$ cat config.mk
export PLATFORM = sky130hd
export DESIGN_NAME = usdp_top
export DESIGN_NICKNAME = d
export VERILOG_FILES = /design/src/verilog/usdp_top.v /design/src/verilog/usdp_fifo_mem.v
export VERILOG_INCLUDE_DIRS = /design/src /design/src/verilog
export SDC_FILE = /design/constraint.sdc
export NUM_CORES = 1
export LEC_CHECK = 0
export ABC_AREA = 1
export BUFFER_PORTS_ARGS = -buffer_cell sky130_fd_sc_hd__clkbuf_2
export CORE_MARGIN = 3
export CORE_UTILIZATION = 35
export CTS_CLUSTER_SIZE = 25
export DETAILED_ROUTE_END_ITERATION = 10
export GPL_TIMING_DRIVEN = 0
export MAX_ROUTING_LAYER = met4
export PLACE_DENSITY = 0.47
export REMOVE_ABC_BUFFERS = 1
export SYNTH_ARGS = -nofsm -noshare
export SYNTH_HDL_FRONTEND = slang
export SYNTH_SLANG_ARGS = --single-unit
$ cat constraint.sdc
create_clock -name clk -period 4.31 [get_ports clk]
set_input_delay 0.862 -clock clk [delete_from_list [all_inputs] [get_ports clk]]
set_output_delay 0.862 -clock clk [all_outputs]
set_load 0.03 [all_outputs]
$ cat src/verilog/usdp_defs.vh
// constants for the shadow receive/transmit data port block
// assumes inclusion by bare name from design files under verilog/
// What this block does
// - sixteen consecutive word addresses all alias the same data port
// - fifos off: port read returns last received byte, valid only while data-available flag set
// - fifos off: new byte overwrites unread buffer and flags overrun
// - fifos on: port read returns and pops oldest receive fifo entry
// - receive fifo full: keep stored bytes, drop new one, flag overrun
// - fifos off: one write clears transmit-holding-empty flag
// - fifos off: second write before empty replaces pending byte
// - fifos on: sixteen writes accepted before transmit fifo full
// - write while transmit fifo full is dropped, queue untouched
// - receive from serial or infrared input by mode, transmit on matching output
`ifndef USDP_DEFS_VH
`define USDP_DEFS_VH
`define USDP_PORT_BASE 12'h000
`define USDP_PORT_MASK 12'hfc0
`define USDP_PORT_LAST 12'h03c
`define USDP_CTRL_ADDR 12'h040
`define USDP_STAT_ADDR 12'h044
`define USDP_IRQ_ADDR 12'h048
`define USDP_MASK_ADDR 12'h04c
`define USDP_CTRL_FIFO_EN 0
`define USDP_CTRL_IR_MODE 1
`define USDP_STAT_DATA_AVAIL 0
`define USDP_STAT_THR_EMPTY 5
`define USDP_IRQ_RX 0
`define USDP_IRQ_OVERRUN 1
`define USDP_IRQ_TX_EMPTY 2
`define USDP_CTRL_RESET 2'h0
`define USDP_MASK_RESET 3'h0
`define USDP_FIFO_DEPTH 16
`define USDP_PTR_W 4
`define USDP_BIT_TIME_NS 8680
`define USDP_CLK_NS 10
`define USDP_BIT_CYCLES (`USDP_BIT_TIME_NS / `USDP_CLK_NS)
`endif

$ cat src/verilog/usdp_top.v
// shadow data port with receive/transmit path, apb slave and interrupt
// assumes apb master on clk, serial inputs asynchronous to clk
`timescale 1ns/100ps
`default_nettype none
`include "usdp_defs.vh"
module usdp_top
(
  input wire clk,
  input wire sys_rst,
  input wire clkEn,
  input wire psel,
  input wire penable,
  input wire pwrite,
  input wire [11:0] paddr,
  input wire [31:0] pwdata,
  output wire pready,
  output reg [31:0] prdata,
  output wire pslverr,
  input wire serialIn,
  input wire irSerialIn,
  output reg serialOut,
  output reg irSerialOutN,
  output wire irq
);
  // reload of BIT_CYC gives a bit of BIT_CYC+1 cycles; drift stays far below half a bit
  localparam integer BIT_CYC_I = `USDP_BIT_CYCLES;
  localparam integer HALF_CYC_I = `USDP_BIT_CYCLES / 2;
  localparam [15:0] BIT_CYC = BIT_CYC_I[15:0];
  localparam [15:0] HALF_CYC = HALF_CYC_I[15:0];
  localparam [2:0] RX_IDLE = 3'b001;
  localparam [2:0] RX_DATA = 3'b010;
  localparam [2:0] RX_STOP = 3'b100;
  localparam [1:0] TX_IDLE = 2'b01;
  localparam [1:0] TX_SHIFT = 2'b10;

  reg [1:0] ctrlQ;
  reg [2:0] maskQ;
  reg [2:0] irqStatQ;
  reg [7:0] rxBufQ;
  reg rxValidQ;
  reg [7:0] thrQ;
  reg thrFullQ;
  reg sinMetaQ;
  reg sinSyncQ;
  reg sirMetaQ;
  reg sirSyncQ;
  reg [2:0] rxStateQ;
  reg [15:0] rxCntQ;
  reg [2:0] rxBitQ;
  reg [7:0] rxShiftQ;
  reg [1:0] txStateQ;
  reg [15:0] txCntQ;
  reg [3:0] txBitQ;
  reg [9:0] txShiftQ;

  wire fifoEn = ctrlQ[`USDP_CTRL_FIFO_EN];
  wire irMode = ctrlQ[`USDP_CTRL_IR_MODE];
  wire apbDone = psel && penable;
  wire portHit = ((paddr & `USDP_PORT_MASK) == `USDP_PORT_BASE);
  wire portRd = apbDone && !pwrite && portHit;
  wire portWr = apbDone && pwrite && portHit;
  wire ctrlWr = apbDone && pwrite && (paddr == `USDP_CTRL_ADDR);
  wire maskWr = apbDone && pwrite && (paddr == `USDP_MASK_ADDR);
  wire irqRd = apbDone && !pwrite && (paddr == `USDP_IRQ_ADDR);
  wire known = portHit
    || (paddr == `USDP_CTRL_ADDR)
    || (paddr == `USDP_STAT_ADDR)
    || (paddr == `USDP_IRQ_ADDR)
    || (paddr == `USDP_MASK_ADDR);
  assign pready = 1'b1;
  // unmapped: write dropped, read gives zero, error flagged
  assign pslverr = apbDone && !known;

  // receive path
  // ir receive pin pulses high for a zero bit
  wire rxLine = irMode ? !sirSyncQ : sinSyncQ;
  reg rxDone;
  wire [7:0] rxFifoHead, txFifoHead;
  wire rxFifoFull, rxFifoEmpty, txFifoFull, txFifoEmpty;
  wire rxPush = rxDone && fifoEn && !rxFifoFull;
  wire rxPop = portRd && fifoEn;
  wire overrun = rxDone && (fifoEn ? rxFifoFull : rxValidQ);
  wire dataAvail = fifoEn ? !rxFifoEmpty : rxValidQ;
  // a full queue refuses the push inside the store
  wire txPush = portWr && fifoEn;
  reg txPop;
  wire thrEmpty = fifoEn ? txFifoEmpty : !thrFullQ;
  wire txAvail = fifoEn ? !txFifoEmpty : thrFullQ;
  wire [7:0] txByte = fifoEn ? txFifoHead : thrQ;
  reg thrEmptyPrevQ;

  usdp_fifo_mem rxFifo
  (
    .clk(clk), .sys_rst(sys_rst), .clkEn(clkEn), .flush(ctrlWr),
    .push(rxPush), .pushData(rxShiftQ), .pop(rxPop),
    .headData(rxFifoHead), .full(rxFifoFull), .empty(rxFifoEmpty), .count()
  );
  usdp_fifo_mem txFifo
  (
    .clk(clk), .sys_rst(sys_rst), .clkEn(clkEn), .flush(ctrlWr),
    .push(txPush), .pushData(pwdata[7:0]), .pop(txPop),
    .headData(txFifoHead), .full(txFifoFull), .empty(txFifoEmpty), .count()
  );

  // both serial pins are asynchronous to clk: two flops before any use
  always @(posedge clk)
  begin
    if (sys_rst)
    begin
      sinMetaQ <= 1'b1;
      sinSyncQ <= 1'b1;
      sirMetaQ <= 1'b0;
      sirSyncQ <= 1'b0;
    end
    else if (clkEn)
    begin
      sinMetaQ <= serialIn;
      sinSyncQ <= sinMetaQ;
      sirMetaQ <= irSerialIn;
      sirSyncQ <= sirMetaQ;
    end
  end

  // receiver: start, 8 data bits lsb first, stop
  always @(posedge clk)
  begin
    if (sys_rst)
    begin
      rxStateQ <= RX_IDLE;
      rxCntQ <= 16'h0000;
      rxBitQ <= 3'h0;
      rxShiftQ <= 8'h00;
      rxDone <= 1'b0;
    end
    else if (clkEn)
    begin
      rxDone <= 1'b0;
      case (rxStateQ)
        RX_IDLE:
          // one and a half bits from the start edge lands mid data bit 0
          if (!rxLine)
          begin
            rxCntQ <= BIT_CYC + HALF_CYC;
            rxBitQ <= 3'h0;
            rxStateQ <= RX_DATA;
          end
        RX_DATA:
          if (rxCntQ == 16'h0000)
          begin
            rxShiftQ <= {rxLine, rxShiftQ[7:1]};
            rxCntQ <= BIT_CYC;
            rxBitQ <= rxBitQ + 3'h1;
            if (rxBitQ == 3'h7)
              rxStateQ <= RX_STOP;
          end
          else
            rxCntQ <= rxCntQ - 16'h0001;
        RX_STOP:
          if (rxCntQ == 16'h0000)
          begin
            rxDone <= 1'b1;
            rxStateQ <= RX_IDLE;
          end
          else
            rxCntQ <= rxCntQ - 16'h0001;
        default:
          rxStateQ <= RX_IDLE;
      endcase
    end
  end

  // single receive buffer, used with fifos off
  // a byte landing in the cycle of a read keeps the flag set
  always @(posedge clk)
  begin
    if (sys_rst)
    begin
      rxBufQ <= 8'h00;
      rxValidQ <= 1'b0;
    end
    else if (clkEn)
    begin
      if (rxDone && !fifoEn)
      begin
        rxBufQ <= rxShiftQ;
        rxValidQ <= 1'b1;
      end
      else if (portRd && !fifoEn)
        rxValidQ <= 1'b0;
    end
  end

  // transmit holding entry, used with fifos off
  // a write in the pop cycle keeps the flag: the new byte still waits
  always @(posedge clk)
  begin
    if (sys_rst)
    begin
      thrQ <= 8'h00;
      thrFullQ <= 1'b0;
    end
    else if (clkEn)
    begin
      if (portWr && !fifoEn)
      begin
        thrQ <= pwdata[7:0];
        thrFullQ <= 1'b1;
      end
      else if (txPop && !fifoEn)
        thrFullQ <= 1'b0;
    end
  end

  // transmitter; ir output is active low
  // the pop lands one cycle after the load, hence the idle guard on txPop
  always @(posedge clk)
  begin
    if (sys_rst)
    begin
      txStateQ <= TX_IDLE;
      txCntQ <= 16'h0000;
      txBitQ <= 4'h0;
      txShiftQ <= 10'h3ff;
      txPop <= 1'b0;
      serialOut <= 1'b1;
      irSerialOutN <= 1'b1;
    end
    else if (clkEn)
    begin
      txPop <= 1'b0;
      case (txStateQ)
        TX_IDLE:
          if (txAvail && !txPop)
          begin
            txShiftQ <= {1'b1, txByte, 1'b0};
            txPop <= 1'b1;
            txCntQ <= BIT_CYC;
            txBitQ <= 4'h0;
            txStateQ <= TX_SHIFT;
          end
        TX_SHIFT:
          if (txCntQ == 16'h0000)
          begin
            txShiftQ <= {1'b1, txShiftQ[9:1]};
            txCntQ <= BIT_CYC;
            txBitQ <= txBitQ + 4'h1;
            if (txBitQ == 4'h9)
              txStateQ <= TX_IDLE;
          end
          else
            txCntQ <= txCntQ - 16'h0001;
        default:
          txStateQ <= TX_IDLE;
      endcase
      serialOut <= irMode ? 1'b1 : txShiftQ[0];
      irSerialOutN <= irMode ? txShiftQ[0] : 1'b1;
    end
  end

  // control, mask, sticky events; event set beats read clear
  always @(posedge clk)
  begin
    if (sys_rst)
    begin
      ctrlQ <= `USDP_CTRL_RESET;
      maskQ <= `USDP_MASK_RESET;
      irqStatQ <= 3'h0;
      thrEmptyPrevQ <= 1'b1;
    end
    else if (clkEn)
    begin
      if (ctrlWr)
        ctrlQ <= pwdata[1:0];
      if (maskWr)
        maskQ <= pwdata[2:0];
      thrEmptyPrevQ <= thrEmpty;
      irqStatQ <= (irqRd ? 3'h0 : irqStatQ)
        | {thrEmpty && !thrEmptyPrevQ, overrun, rxDone};
    end
  end
  assign irq = |(irqStatQ & maskQ);

  // read data loaded in the setup cycle, so the access phase needs no wait state
  always @(posedge clk)
  begin
    if (sys_rst)
      prdata <= 32'h00000000;
    else if (clkEn && psel && !penable && !pwrite)
    begin
      if (portHit)
        prdata <= {24'h000000, fifoEn ? rxFifoHead : rxBufQ};
      else if (paddr == `USDP_CTRL_ADDR)
        prdata <= {30'h0, ctrlQ};
      else if (paddr == `USDP_STAT_ADDR)
        prdata <= {26'h0, thrEmpty, 4'h0, dataAvail};
      else if (paddr == `USDP_IRQ_ADDR)
        prdata <= {29'h0, irqStatQ};
      else if (paddr == `USDP_MASK_ADDR)
        prdata <= {29'h0, maskQ};
      else
        prdata <= 32'h00000000;
    end
  end
endmodule
`default_nettype wire

$ cat src/verilog/usdp_fifo_mem.v
// small byte fifo store, registered read data
// assumes one clock, synchronous active-high reset; push/pop guarded here against full/empty
`timescale 1ns/100ps
`default_nettype none
`include "usdp_defs.vh"
module usdp_fifo_mem
(
  input wire clk,
  input wire sys_rst,
  input wire clkEn,
  input wire flush,
  input wire push,
  input wire [7:0] pushData,
  input wire pop,
  output reg [7:0] headData,
  output wire full,
  output wire empty,
  output wire [4:0] count
);
  reg [7:0] memQ [0:`USDP_FIFO_DEPTH-1];
  reg [3:0] wrPtrQ;
  reg [3:0] rdPtrQ;
  reg [4:0] cntQ;
  wire doPush;
  wire doPop;
  wire [3:0] rdNext;
  assign full = (cntQ == 5'd16);
  assign empty = (cntQ == 5'd0);
  assign count = cntQ;
  assign doPush = push && !full;
  assign doPop = pop && !empty;
  assign rdNext = doPop ? rdPtrQ + 4'h1 : rdPtrQ;
  always @(posedge clk)
  begin
    if (sys_rst || (clkEn && flush))
    begin
      wrPtrQ <= 4'h0;
      rdPtrQ <= 4'h0;
      cntQ <= 5'h00;
      headData <= 8'h00;
    end
    else if (clkEn)
    begin
      if (doPush)
      begin
        memQ[wrPtrQ] <= pushData;
        wrPtrQ <= wrPtrQ + 4'h1;
      end
      rdPtrQ <= rdNext;
      cntQ <= cntQ + {4'h0, doPush} - {4'h0, doPop};
      // head register follows pointer; write-through when landing in an empty slot
      // held once empty, so no unwritten slot ever shows on the head
      if (doPush && (wrPtrQ == rdNext))
        headData <= pushData;
      else if (cntQ != {4'h0, doPop})
        headData <= memQ[rdNext];
    end
  end
endmodule
`default_nettype wire

==> summary.md <==
| Metric | Value |
|---|---|
| Via count | `14000` |
| R2r worst-path depth | `11` |
| Worst Skew | `0.0277 ns` |
| Top_reg_cell synth | `edfxtp_1` |
| Max FO, Critical Path | `50` |
| Clock sinks | `402` |
| DRC | `0` |
| Critical path type | `in -> reg` |
| Distinct cells, synth | `59` |
| # fillers | `5291` |
| HP Start | `rxBufQ[7]` |
| Ports | `89` |
| Async set or reset register ratio after synthesis | `0` |
| Setup_tns | `0 ns` |
| Combinational Power Share | `0.107` |
| First-pass iteration count of the detailed router | `5` |
| Status | `complete, no violations` |
| Fin area | `21100 µm²` |
| Die Ht | `239 µm` |
| Area of the die | `56900 µm²` |
| Setup Buffers After CTS | `0` |
| 1st-iter DRT viols | `707` |
| Ant. Diodes | `0` |
| Fmax | `247 MHz` |
| Crit path max-delay family | `buffers and inverters` |
| Total global routing overflow | `0` |
| Clock slew at reported path FFs | `0.06 ns` |
| Die W | `239 µm` |
| Sw Pwr | `0.00233 W` |
| Post-DRT Antenna Nets | `0` |
| Slowest stage cell, crit path | `nor2_1` |
| Worst Max-Slew Pin Slew | `1.06 ns` |
| Area grow syn2layout | `11.3%` |
| WL per Instance | `17.1 µm` |
| Post-Route WL | `47700 µm` |
| RSZ-0062 raised after global routing | `true` |
| Reg2Reg Capture Point | `rxFifo.headData[1]` |
| Syn. warnings | `0` |
| Cell area power density | `428 nW/µm²` |
| Clk buf depth | `3` |
| Hold Crit Class | `reg -> reg` |
| PortBufs | `39` |
| Final Wtd Congestion | `0.797` |
| Crit-path cells | `clkbuf_2, inv_2, nor2_1, nand3_1, nand2_4, clkinvlp_4, nand3_1, nor2_1` |
| Seq/Total Area, Yosys | `0.561` |
| Post-place instance area | `19600 µm²` |
| Syn avg cell area | `9.14 µm²` |
| CTS buffer count | `47` |
| Clk root buf | `clkbuf_16` |
| Startpoint Class | `primary input` |
| Clock power share | `0.421` |
| Vias in the first global route | `13400` |
| FF-to-FF setup slack | `0.52 ns` |
| Crit path capture | `rxFifo.memQ[7][1]` |
| Fraction of layout cells with a size suffix above 1 | `0.0870` |
| Endpoints failing setup | `0` |
| Initial antenna violation count | `0` |
| Slew Limit Headroom | `0.295` |
| Max Cap Viol | `0` |
| Switching part of the total | `0.258` |
| Post-synth EDFFs | `256` |
| Hold buffers post-CTS | `0` |
| Reg power frac | `0.472` |
| Clock latency at the later pin of the worst-skew pair | `0.57 ns` |
| Max H-tree Level | `2` |
| Pins over their slew limit | `0` |
| Slowest stage delay, CP | `0.73 ns` |
| CP arrival | `4.23 ns` |
| TritonCTS clock tree | `built` |
| Internal Power | `0.00669 W` |
| Overall Power | `0.00902 W` |
| Most common cell after layout, fill and taps aside | `nand2_1` |
| Min Tclk post-route | `4.05 ns` |
| First-pass GRT wire length | `74800 µm` |
| Mapped Area | `18900 µm²` |
| Register bit count reported by yosys | `402` |
| Most frequent cells in the layout | `nand2_1, nand3_1, edfxtp_1, inv_1, dfxtp_1` |
| Core footprint | `53000 µm²` |
| Pleak | `8.36 nW` |
| Maximum vdd drop | `0.000277 V` |
| Fin util | `0.397` |
| Post-cts resize count | `1` |
| Req. time, crit path | `4.49 ns` |
| Critical path startpoint | `clkEn` |
| Site row count | `84` |
| Critical path depth | `8` |
| Vias per cell | `5.01` |
| Syn Inst Count | `2069` |
| GRT Resource Usage Total | `0.172` |
| CP Capture Type | `register` |
| Final nets | `2153` |
| Initial Util | `0.357` |
| DP HPWL | `29600 µm` |
| Pin count of the biggest net entering global routing | `84` |
| Final Hold Viols | `0` |
| Crit path buf inv count | `3` |
| FF-to-FF Start | `ctrlQ[0]` |
| Part of the cycle the worst path needs | `0.940` |
## routing by layer
layer / routed length [µm] / track usage
met2: 23300 / 0.285
met3: 1890 / 0.0240
met5: 0 / -
met1: 21500 / 0.220
met4: 1080 / 0.0498
## Yosys cell counts, types with 3 or more instances
library cell  number  area share
nor2_4             4      0.0024
xor2_1            14      0.0065
a21oi_1          114       0.030
clkbuf_1          46      0.0091
edfxtp_1         256        0.41
ha_1              30       0.020
o21ai_0          100       0.026
o31ai_1            3      0.0012
buf_4             27       0.011
inv_2              7      0.0014
or2_2              4      0.0013
dfxtp_1          146        0.15
o211ai_1          44       0.017
nand3_2            5      0.0026
nand2_2           15      0.0050
nor2_2            10      0.0033
xnor2_1            5      0.0023
buf_1              3     0.00060
nor2_1           143       0.028
nand3b_1          67       0.027
buf_2             34      0.0090
nor4_1             3     0.00099
nand4_1           26      0.0086
nand3_1          268       0.071
inv_1            247       0.049
a211oi_1           5      0.0020
clkinv_1          10      0.0020
nand2_1          375       0.074
nor3_1            15      0.0040
a22oi_1            4      0.0016
## cell type report
| cell class | count | area (µm²) | area share |
|---|---|---|---|
| Timing Repair Buffer | 41 | 250 | 0.0119 |
| Clock buffer | 65 | 1340 | 0.0636 |
| Multi-Input combinational cell | 1313 | 6860 | 0.326 |
| Inverter | 264 | 997 | 0.0474 |
| Sequential cell | 402 | 10600 | 0.504 |
| Clock inverter | 18 | 133 | 0.00630 |
| Tap cell | 688 | 861 | 0.0409 |
## power groups by stage
| stage | registers [W] | logic, W | clock network [W] |
|---|---|---|---|
| after floorplan | 0.00431 | 0.000693 | 0 |
| after global placement | 0.00433 | 0.000967 | 0 |
| after detailed placement | 0.00433 | 0.000977 | 0 |
| after CTS | 0.00425 | 0.000981 | 0.00392 |
| after global routing | 0.00426 | 0.00111 | 0.00407 |
| final | 0.00425 | 0.000968 | 0.00380 |
## worst min path at each step
stage                          endpoint  slack, ns  depth (start not counted)
after floorplan           thrEmptyPrevQ       0.43                          2
after global placement        rxBufQ[7]       0.43                          2
after detailed placement      rxBufQ[6]       0.44                          2
after CTS                     rxBufQ[6]       0.45                          2
after global routing          rxBufQ[6]       0.47                          2
final                         rxBufQ[7]       0.45                          2
## logic make-up after synthesis
group                    share of synthesized area
AO/OA/AOI/OAI                               0.0869
other                                     0.000397
AND/OR/NAND/NOR                              0.237
flip-flops                                   0.561
buffers and inverters                       0.0837
adder cells (fa/ha/maj)                     0.0220
XOR/XNOR                                   0.00880
## sequential cells by signal (all words and copies together) (netlist names), 2 cells and up
signal	flops
ctrlQ	2
txStateQ	2
rxShiftQ	8
rxFifo.memQ	128
maskQ	3
rxFifo.headData	8
txFifo.memQ	128
prdata	8
rxStateQ	3
rxCntQ	16
irqStatQ	3
txBitQ	4
txFifo.rdPtrQ	4
rxFifo.rdPtrQ	4
txFifo.wrPtrQ	4
txCntQ	16
txFifo.count	5
rxFifo.wrPtrQ	4
thrQ	8
txShiftQ	9
rxFifo.count	5
rxBufQ	8
rxBitQ	3
txFifo.headData	8
## through the flow
step	hold WS (ns)	instances	setup slack, ns
3_3_place_gp	0.435	2706	-3.69
3_5_place_dp	0.443	2708	-0.907
4_1_cts	0.452	2791	0.0222
2_1_floorplan	0.426	1979	-0.567
5_1_grt	0.474	2791	-0.0879
6_report	0.450	2791	0.257
## tightest hold or removal path: stages, from the launching register on
cell and delay, ns:
dfxtp_1 0.29, inv_1 0.06, a21oi_1 0.05
(Power assumes the default switching activity.)
